===== src/uer_defs.svh =====
`ifndef UER_DEFS_SVH
`define UER_DEFS_SVH

// ****************************************************************
// register offsets (byte addresses on the peripheral bus)
// ****************************************************************
`define UER_OFS_DATA     12'h000
`define UER_OFS_STATUS   12'h004
`define UER_OFS_LCTRL    12'h02C

// ****************************************************************
// field positions
// ****************************************************************
`define UER_DR_OE_BIT    11
`define UER_DR_BE_BIT    10
`define UER_DR_PE_BIT    9
`define UER_DR_FE_BIT    8
`define UER_LC_PEN_BIT   1
`define UER_LC_EPS_BIT   2
`define UER_LC_FEN_BIT   4
`define UER_LC_SPS_BIT   7

// ****************************************************************
// reset values
// ****************************************************************
`define UER_STATUS_RST   4'h0
`define UER_LCTRL_RST    4'h0

// ****************************************************************
// timing: 16 baud ticks per bit, sampled mid-bit
// ****************************************************************
`define UER_TICK_MID     4'h7
`define UER_TICK_LAST    4'hF
`define UER_LAST_DBIT    3'h7
`define UER_FIFO_DEPTH   32

`endif


===== src/uer_pkg.sv =====
package uer_pkg;

  // one received character with its error flags
  typedef struct packed {
    logic       brk;
    logic       par_err;
    logic       frm_err;
    logic [7:0] data;
  } uer_rxw_t;

  typedef enum logic [2:0] {
    RX_IDLE,
    RX_START,
    RX_DATA,
    RX_PARITY,
    RX_STOP,
    RX_BREAK
  } uer_rx_state_t;

endpackage : uer_pkg


===== src/uer_rx_error_status.sv =====
// What this block does
// - set data-view overrun bit when a character completes with FIFO full
// - on overrun the newly received character is dropped, not written
// - on overrun FIFO entries are kept; only the shifter is overwritten
// - data-view overrun bit clears once the FIFO has room again
// - flag break when line is low for a full character incl. stop bit
// - a break puts exactly one all-zero character into the FIFO
// - after break wait for line high and a new valid start bit
// - flag parity error when parity bit disagrees with control bits 2 and 7
// - flag framing error when the stop-position sample is not 1
// - break, parity, framing flags in data view belong to FIFO head
// - data low byte reads received character; writes queue a transmit byte
// - any write to error clear clears all four status flags, except overrun if an overrun occurs that cycle
// - status and error clear share one address; read status, write clears
// - status break/parity/framing load only on data read, for that character
// - status overrun bit sets at the moment of overrun
// - the value written to error clear is ignored
`timescale 1ns/1ps
`include "uer_defs.svh"

// ****************************************************************
// receive buffer
// ****************************************************************
module uer_fifo #(
  parameter int W = 11,
  parameter int D = `UER_FIFO_DEPTH
) (
  input  wire logic                 clk,
  input  wire logic                 reset_n,
  input  wire logic                 ce,
  input  wire logic                 in_valid,
  output logic                      in_ready,
  input  wire logic [W-1:0]         in_data,
  output logic                      out_valid,
  input  wire logic                 out_ready,
  output logic [W-1:0]              out_data,
  output logic [$clog2(D):0]        count
);
  localparam int AW = $clog2(D);
  logic [W-1:0]  mem [D];
  logic [AW-1:0] wr_ptr;
  logic [AW-1:0] rd_ptr;
  wire           do_push = ce & in_valid & in_ready;
  wire           do_pop  = ce & out_valid & out_ready;

  assign in_ready  = (count != D[AW:0]);
  assign out_valid = (count != '0);
  assign out_data  = mem[rd_ptr];

  always_ff @(posedge clk) begin
    if (do_push) begin
      mem[wr_ptr] <= in_data;
    end
  end

  always_ff @(posedge clk or negedge reset_n) begin
    if (!reset_n) begin
      wr_ptr <= '0;
      rd_ptr <= '0;
      count  <= '0;
    end else begin
      if (do_push) wr_ptr <= wr_ptr + 1'b1;
      if (do_pop)  rd_ptr <= rd_ptr + 1'b1;
      if (do_push != do_pop) begin
        count <= do_push ? count + 1'b1 : count - 1'b1;
      end
    end
  end
endmodule : uer_fifo

// ****************************************************************
// receiver, error flags and register slave
// ****************************************************************
module uer_rx_error_status (
  input  wire logic        clk,
  input  wire logic        reset_n,
  input  wire logic        ce,
  input  wire logic        baud_tick,
  input  wire logic        rx_in,
  input  wire logic        psel,
  input  wire logic        penable,
  input  wire logic        pwrite,
  input  wire logic [11:0] paddr,
  input  wire logic [31:0] pwdata,
  output logic [31:0]      prdata,
  output logic             pready,
  output logic             pslverr,
  output logic [7:0]       tx_data,
  output logic             tx_push
);
  // ****************************************************************
  // pin synchroniser
  // ****************************************************************
  logic rx_meta;
  logic rxd;
  always_ff @(posedge clk or negedge reset_n) begin
    if (!reset_n) begin
      rx_meta <= 1'b1;
      rxd     <= 1'b1;
    end else if (ce) begin
      rx_meta <= rx_in;
      rxd     <= rx_meta;
    end
  end

  // ****************************************************************
  // line control
  // ****************************************************************
  logic [3:0] lctrl;  // {sps, fen, eps, pen}
  wire pen = lctrl[0];
  wire eps = lctrl[1];
  wire fen = lctrl[2];
  wire sps = lctrl[3];

  function automatic logic parity_bad(input logic [7:0] d, input logic p,
                                      input logic e, input logic s);
    logic expect_bit;
    expect_bit = s ? ~e : (e ? ^d : ~^d);
    return p != expect_bit;
  endfunction : parity_bad

  // ****************************************************************
  // receive state machine
  // ****************************************************************
  uer_pkg::uer_rx_state_t state;
  logic [3:0] tcnt;
  logic [2:0] bcnt;
  logic [7:0] shift;
  logic       pbit;

  wire tick_mid  = baud_tick & (tcnt == `UER_TICK_MID);
  wire tick_last = baud_tick & (tcnt == `UER_TICK_LAST);
  wire finish    = (state == uer_pkg::RX_STOP) & tick_last;
  // all-zero frame with low stop sample: line low for a full character
  wire is_break  = (shift == 8'h00) & ~pbit & ~rxd;

  uer_pkg::uer_rxw_t rx_word;
  assign rx_word.brk     = is_break;
  assign rx_word.par_err = pen & parity_bad(shift, pbit, eps, sps);
  assign rx_word.frm_err = ~rxd;
  assign rx_word.data    = shift;

  always_ff @(posedge clk or negedge reset_n) begin
    if (!reset_n) begin
      state <= uer_pkg::RX_IDLE;
      tcnt  <= 4'h0;
      bcnt  <= 3'h0;
      shift <= 8'h00;
      pbit  <= 1'b0;
    end else if (ce) begin
      if (baud_tick) tcnt <= tcnt + 4'h1;
      unique case (state)
        uer_pkg::RX_IDLE: begin
          tcnt <= 4'h0;
          if (!rxd) state <= uer_pkg::RX_START;
        end
        uer_pkg::RX_START: begin
          if (tick_mid) begin
            tcnt  <= 4'h0;
            bcnt  <= 3'h0;
            pbit  <= 1'b0;
            state <= rxd ? uer_pkg::RX_IDLE : uer_pkg::RX_DATA;
          end
        end
        uer_pkg::RX_DATA: begin
          if (tick_last) begin
            shift <= {rxd, shift[7:1]};
            bcnt  <= bcnt + 3'h1;
            if (bcnt == `UER_LAST_DBIT) begin
              state <= pen ? uer_pkg::RX_PARITY : uer_pkg::RX_STOP;
            end
          end
        end
        uer_pkg::RX_PARITY: begin
          if (tick_last) begin
            pbit  <= rxd;
            state <= uer_pkg::RX_STOP;
          end
        end
        uer_pkg::RX_STOP: begin
          // one zero character per break, then hold off until marking
          if (tick_last) begin
            state <= is_break ? uer_pkg::RX_BREAK : uer_pkg::RX_IDLE;
          end
        end
        uer_pkg::RX_BREAK: begin
          if (rxd) state <= uer_pkg::RX_IDLE;
        end
      endcase
    end
  end

  // ****************************************************************
  // receive buffer and overrun
  // ****************************************************************
  logic                 fifo_in_ready;
  logic                 head_valid;
  uer_pkg::uer_rxw_t    head;
  logic [5:0]           fifo_count;
  logic                 rd_pop;

  // without FIFO mode the buffer acts as a one-entry holding register
  wire full_eff = fen ? ~fifo_in_ready : (fifo_count != 6'h00);
  wire ovr_evt  = finish & full_eff;
  wire push     = finish & ~full_eff;

  uer_fifo #(
    .W ($bits(uer_pkg::uer_rxw_t)),
    .D (`UER_FIFO_DEPTH)
  ) u_fifo (
    .clk       (clk),
    .reset_n   (reset_n),
    .ce        (ce),
    .in_valid  (push),
    .in_ready  (fifo_in_ready),
    .in_data   (rx_word),
    .out_valid (head_valid),
    .out_ready (rd_pop),
    .out_data  (head),
    .count     (fifo_count)
  );

  // ****************************************************************
  // bus decode
  // ****************************************************************
  wire setup    = psel & ~penable;
  wire access   = psel & penable;
  wire sel_dr   = (paddr == `UER_OFS_DATA);
  wire sel_rs   = (paddr == `UER_OFS_STATUS);
  wire sel_lc   = (paddr == `UER_OFS_LCTRL);
  wire mapped   = sel_dr | sel_rs | sel_lc;
  wire wr_dr    = access & pwrite & sel_dr;
  wire wr_rs    = access & pwrite & sel_rs;
  wire wr_lc    = access & pwrite & sel_lc;
  logic rd_ok;  // head was valid when prdata was captured
  assign rd_pop = access & ~pwrite & sel_dr & rd_ok;

  assign pready  = 1'b1;
  assign pslverr = access & ~mapped;

  // ****************************************************************
  // error flags
  // ****************************************************************
  logic       dr_ovr;
  logic       st_oe;
  logic [2:0] st_bpf;

  // set wins over clear for the overrun flags
  wire       next_dr_ovr = ovr_evt | (dr_ovr & full_eff);
  wire       next_st_oe  = ovr_evt | (st_oe & ~wr_rs);
  wire [2:0] next_st_bpf = rd_pop ? {head.brk, head.par_err, head.frm_err}
                         : (wr_rs ? 3'h0 : st_bpf);

  always_ff @(posedge clk or negedge reset_n) begin
    if (!reset_n) begin
      dr_ovr <= 1'b0;
      st_oe  <= 1'b0;
      st_bpf <= 3'h0;
    end else if (ce) begin
      dr_ovr <= next_dr_ovr;
      st_oe  <= next_st_oe;
      st_bpf <= next_st_bpf;
    end
  end

  // ****************************************************************
  // read data and writes
  // ****************************************************************
  wire [31:0] dr_view = {20'h0_0000, dr_ovr, head.brk, head.par_err,
                         head.frm_err, head.data};
  wire [31:0] rs_view = {28'h000_0000, st_oe, st_bpf};
  wire [31:0] lc_view = {24'h00_0000, sps, 2'b00, fen, 1'b0, eps, pen,
                         1'b0};
  wire [31:0] next_prdata = sel_dr ? dr_view
                          : sel_rs ? rs_view
                          : sel_lc ? lc_view : 32'h0000_0000;

  always_ff @(posedge clk or negedge reset_n) begin
    if (!reset_n) begin
      prdata  <= 32'h0000_0000;
      rd_ok   <= 1'b0;
      lctrl   <= `UER_LCTRL_RST;
      tx_data <= 8'h00;
      tx_push <= 1'b0;
    end else if (ce) begin
      tx_push <= wr_dr;
      if (setup & ~pwrite) begin
        prdata <= next_prdata;
        rd_ok  <= head_valid;
      end
      if (wr_dr) tx_data <= pwdata[7:0];
      if (wr_lc) begin
        lctrl <= {pwdata[`UER_LC_SPS_BIT], pwdata[`UER_LC_FEN_BIT],
                  pwdata[`UER_LC_EPS_BIT], pwdata[`UER_LC_PEN_BIT]};
      end
    end
  end
endmodule : uer_rx_error_status


===== config.mk =====
export PLATFORM = sky130hd
export DESIGN_NAME = uer_rx_error_status
export DESIGN_NICKNAME = d
export VERILOG_FILES = /design/src/uer_pkg.sv /design/src/uer_rx_error_status.sv
export VERILOG_INCLUDE_DIRS = /design/src
export SDC_FILE = /design/constraint.sdc
export NUM_CORES = 1
export LEC_CHECK = 0
export BUFFER_PORTS_ARGS = -buffer_cell sky130_fd_sc_hd__buf_4
export CAP_MARGIN = 10
export CORE_ASPECT_RATIO = 1.1
export CORE_MARGIN = 2
export CORE_UTILIZATION = 61
export DETAILED_ROUTE_END_ITERATION = 10
export PLACE_DENSITY = 0.8
export RECOVER_POWER = 25
export SLEW_MARGIN = 40
export SYNTH_ARGS = -nofsm -noshare
export SYNTH_HDL_FRONTEND = slang
export SYNTH_SLANG_ARGS = --single-unit
export TNS_END_PERCENT = 5

===== constraint.sdc =====
create_clock -name clk -period 4.4 [get_ports clk]
set_input_delay 0.22 -clock clk [delete_from_list [all_inputs] [get_ports clk]]
set_output_delay 0.22 -clock clk [all_outputs]
set_load 0.1 [all_outputs]

Word level (Yosys, flattened, before mapping). Memories as Yosys holds them, arrays and structs flattened. Index checks and enable logic that the tools add are counted.

Memory bits (writable): 352. Memories kept: 1. Register bits: 88. Output and inout port bits: 43. Bits of input ports: 52.

Reduce and logical (&&, ||, !) cells: 17. Bitwise operators: 38. Eq/ne operators: 20. Add/sub/neg operators: 6. Mux-type cells: 31.

Memories: u_fifo.mem (words 32, bits a word 11, rd ports 1, clocked after Yosys merged registers in 0, write ports 1, RTL line uer_rx_error_status.sv:40) `logic [W-1:0] mem [D];`.

Operators with widths (number): two-way mux 3 bit (13); AND 1 bit (25); case mux 3 bit (6 select lines) (1); two-way mux 8 bit (2); inequality test 2 bit, second input constant (7); == test 12 x 3 -> 1 bit, second input constant (1); == test 12 x 6 -> 1 bit, second input constant (1); logical NOT 12 bit (1); two-way mux 12 bit (1); adder 5 x 1 -> 5 bit, second input constant (2); == test 3 bit, second input constant (3); NOT 1 bit (9); logical NOT 8 bit (1); two-way mux 4 bit (2); case mux 4 bit (2 select lines) (1); AND reduction 2 bit (4); AND reduction 4 bit (2); AND reduction 8 bit (1); XNOR reduction 8 bit (1); parity 8 bit (1); two-way mux 1 bit (7); adder 6 x 1 -> 6 bit, second input constant (1); == test 3 x 2 -> 1 bit, second input constant (2); two-way mux 6 bit (1); 16 further kinds (22).

Depth between registers and ports, before layout.
Depth in word-level cells: 9. Mapped depth: 13.

Modules after synthesis. Synthesis repeated with hierarchy kept, for this count alone.

Cells, all modules: 908. Area, all modules: 17259.1 um^2.

By module, submodules not included: uer_fifo (area an instance 14426.3 um^2, instances 1, sequential area each 10970.5 um^2, cells each 630); uer_rx_error_status (area an instance 2832.7 um^2, instances 1, sequential area each 1303.8 um^2, cells each 278).

Worst setup path after synthesis. Ideal clock, no wire load.

Kind: flip-flop to flip-flop. Start point: register shift[6]. End point: memory u_fifo.mem[0][9] (data pin). Data arrival time: 3.079 ns. Slack: 0.856 ns. Setup time: 0.465 ns. Buffers on the path: 0. Cell stages (with the launch flop): 7. Path through: dfrtp_1 > inv_1 > ha_1 > xnor2_1 > xnor2_1 > or3_1 > a21boi_0.

RTL lines: start: declaration (RTL line uer_rx_error_status.sv:128) `logic [7:0] shift;`; start signal: assignment (RTL line uer_rx_error_status.sv:167) `shift <= {rxd, shift[7:1]};`; end: declaration (RTL line uer_rx_error_status.sv:40).

==> impl_metrics.csv <==
group,metric,value,unit
run_status,status,"finished, violations left",
run_status,failed_checks,"max-capacitance violations, max-slew violations",
synthesis,synth_warnings,0,
die,start_util,61.91,%
cts,clkTransAtPathRegs,60,ps
synthesis,async_flop_share,16.19,%
power_and_ir_drop,p_clk_share,44.8,%
die,die_y,180.1,microns
place,dp_hpwl,22330,microns
power_and_ir_drop,p_sw_share,20.92,%
synthesis,synth-edff-count,352,
place,port_buffers,49,
die,die_area,0.02956,sq mm
sta,hold_viol_final,0,
cts,cts_tree,"yes",
die,rows,64,
grt,grt_pass1_wl,57990,microns
hold_path,hp-class,"in -> reg",
grt,grt_antenna_before_repair,0,
grt,grt_max_degree,69,
sta,clock.fmax,283.5,MHz
final_layout,seqCellArea,0.01228,sq mm
place,preCtsSetupSlack,1119,ps
final_layout,areaGrowthSynthToFinish,14.90,%
cts,clockBufferDepth,3,
critical_path,crit_type,"reg -> reg",
cts,h-tree-depth,2,
cts,cts_resized,0,
detailed_routing,drtIter0Drc,1225,
synthesis,synth_seq_cells,420,
critical_path,crit_path_start_kind,"flip-flop",
cts,clock_latency,540,ps
sta,tightestPinTransition,1827,ps
grt,grt_use_total,26.35,%
cts,cts_setup_buffers,0,
flow_run,maxCapViolations,5,
detailed_routing,viasPerCell,6.396,
final_layout,fillers,1627,
sta,fin_crit,3528,ps
sta,slew_headroom,-21.82,%
sta,rsz0062_at_grt,"false",
final_layout,nets,1171,
synthesis,ys_types,68,
cts,clkSinkCount,420,
synthesis,syn_avg_cell_area,17.20,sq um
die,ioPinCount,95,
sta,finalSetupViolCount,0,
critical_path,critPathMaxFanout,34,
synthesis,synth-main-ff-cell,"edfxtp_1",
synthesis,ys_seq_area_share,71.35,%
power_and_ir_drop,p_int,6.864,mW
die,die_w,164.1,microns
sta,skew,23.68,ps
sta,tns,0,ps
synthesis,synthCells,1000,
power_and_ir_drop,p_sw,1.816,mW
place,gp_congestion,0.8711,
detailed_routing,drc,0,
power_and_ir_drop,cellPowerDensity,439.1,mW/mm^2
die,core,0.02779,sq mm
power_and_ir_drop,pwr-share-seq,50.9,%
detailed_routing,wl_per_cell,25.43,microns
detailed_routing,totalWireLength,38120,microns
cts,numCtsBuffers,42,
detailed_routing,vias,9588,
power_and_ir_drop,comb_power_share,4.3,%
grt,overflow,0,
sta,setup_ws,872.4,ps
cts,cts-hold-fix-buffers,11,
final_layout,multi_input_area,0.004563,sq mm
power_and_ir_drop,p_leak,6.004,nW
detailed_routing,drtAntennaViolNets,0,
detailed_routing,dr.pass1.iters,5,
critical_path,critical_path_required,4700,ps
grt,grt_pass1_vias,9723,
final_layout,drive_gt1_share,24.65,%
sta,timing.final.crit_share,80.17,%
final_layout,num_antenna_cells,0,
power_and_ir_drop,vdd_ir_drop_max,0.3675,mV
cts,root_buffer,"clkbuf_16",
critical_path,cp.arrival,3830,ps
critical_path,endpoint_kind,"flip-flop",
synthesis,syn_area,0.01720,sq mm
sta,maxSlewViolCount,174,
## synth_stat cells (3+ instances only)
cell,number,share of area [%]
buf_2,13,0.38
nand2b_1,6,0.22
o31ai_1,5,0.22
xnor2_1,10,0.51
mux4_2,79,10
nor2b_1,8,0.29
nor2_1,57,1.2
or3_1,8,0.29
buf_4,23,1.0
a221oi_1,3,0.15
and2_1,3,0.11
and3_1,4,0.15
o21ai_0,30,0.87
inv_1,19,0.41
o21ai_1,3,0.087
a211oi_1,6,0.26
mux2_2,14,0.92
ha_1,16,1.2
a22oi_1,14,0.61
edfxtp_1,352,61
nand4_1,12,0.44
dfrtp_1,66,9.6
mux2i_1,31,1.8
nand2_1,63,1.4
a32o_1,4,0.23
clkbuf_1,25,0.55
o22ai_1,13,0.47
nor3_1,9,0.26
nand3b_1,6,0.26
buf_1,6,0.13
a21oi_1,13,0.38
xor2_1,6,0.31
nand3_1,27,0.79
## routing by layer
layer	up-vias	wire length (microns)	global-route usage [%]	part of all wire (%)
met4	0	1512	9.649	4.0
li1	4089	-	-	-
met5	-	0	0	0
met3	96	3474	5.155	9.1
met1	4854	14810	36.57	39
met2	549	18320	42.08	48
## worst paths after layout
check	endpoint	cells after the start	slack [ps]	start
max in group asynchronous	shift[5]	2	3660	reset_n
worst max-delay path	u_fifo.mem[8][9]	8	870	shift[2]
worst min register to register	prdata[7]	2	490	prdata[7]
worst max register to register	u_fifo.mem[8][9]	8	870	shift[2]
worst min-delay path	tcnt[1]	3	30	baud_tick
min in group asynchronous	u_fifo.count[0]	2	240	reset_n
## area by class of cell
| class | count | share of cell area (%) |
|---|---|---|
| Timing Repair Buffer | 108 | 4.317 |
| Sequential cell | 420 | 62.14 |
| Multi-Input combinational cell | 511 | 23.08 |
| Tap cell | 363 | 2.298 |
| Inverter | 19 | 0.3608 |
| Clock inverter | 22 | 1.487 |
| Clock buffer | 56 | 6.311 |
## power groups by stage
stage / Clock (mW) / Sequential [mW] / Combinational [mW]
4_1_cts: 3.92 / 4.42 / 0.375
3_3_place_gp: 0 / 4.50 / 0.352
3_5_place_dp: 0 / 4.50 / 0.363
5_1_grt: 4.07 / 4.43 / 0.407
2_1_floorplan: 0 / 4.50 / 0.266
6_report: 3.89 / 4.42 / 0.370
## logic make-up (layout without fill, tap and decap cells)
group / Yosys count / count (layout) / synth area share, %
simple gates: 223 / 223 / 6.444
xor+xnor: 17 / 17 / 0.9091
compound gates: 107 / 107 / 4.218
buf+inv: 88 / 205 / 2.567
mux: 126 / 126 / 13.19
flops: 420 / 420 / 71.35
other cells: 2 / 21 / 0.04365
fa+ha+maj: 17 / 17 / 1.280
## flip-flops by register name, summed over array words and instances (netlist names)
| register | cells |
|---|---|
| tcnt | 4 |
| shift | 8 |
| dr_ovr | 1 |
| bcnt | 3 |
| u_fifo.count | 6 |
| rd_ok | 1 |
| pbit | 1 |
| rx_meta | 1 |
| st_bpf | 3 |
| lctrl | 4 |
| rxd | 1 |
| u_fifo.mem | 352 |
| st_oe | 1 |
| u_fifo.wr_ptr | 5 |
| tx_data | 8 |
| prdata | 12 |
| tx_push | 1 |
| state | 3 |
| u_fifo.rd_ptr | 5 |
## per-stage QoR
step	instance area, sq um	instances	hold WS [ps]	util (%)	power [mW]
global route	19770	1499	44.78	71.14	8.908
floorplan	17280	1019	-75.59	-	4.770
detailed placement	18140	1410	262.4	65.29	4.865
finish	19770	1499	29.38	71.14	8.680
CTS	19790	1499	22.45	71.23	8.717
global placement	18140	1410	382.3	65.27	4.848
## placed cells by master, fill, tap and decap left out, drive strengths merged, types with 13 or more instances in the layout
cell,Yosys,routed
a21oi,14,14
a22oi,14,14
buf,43,90
clkbuf,26,63
clkinv,0,13
conb,2,21
dfrtp,66,66
edfxtp,352,352
ha,16,16
inv,19,20
mux2,16,16
mux2i,31,31
mux4,79,79
nand2,63,63
nand3,27,27
nand4,13,13
nor2,57,57
o21ai,33,33
o22ai,13,13
## worst max-delay path, stage by stage, from the launching register on
cell and delay (ps):
dfrtp_1 330, clkbuf_1 1270, inv_1 170, ha_1 380, xnor2_1 190, xnor2_1 110, or3_1 370, a21boi_2 140
buf_4 340
No activity file was read; power rests on OpenSTA's default activity.
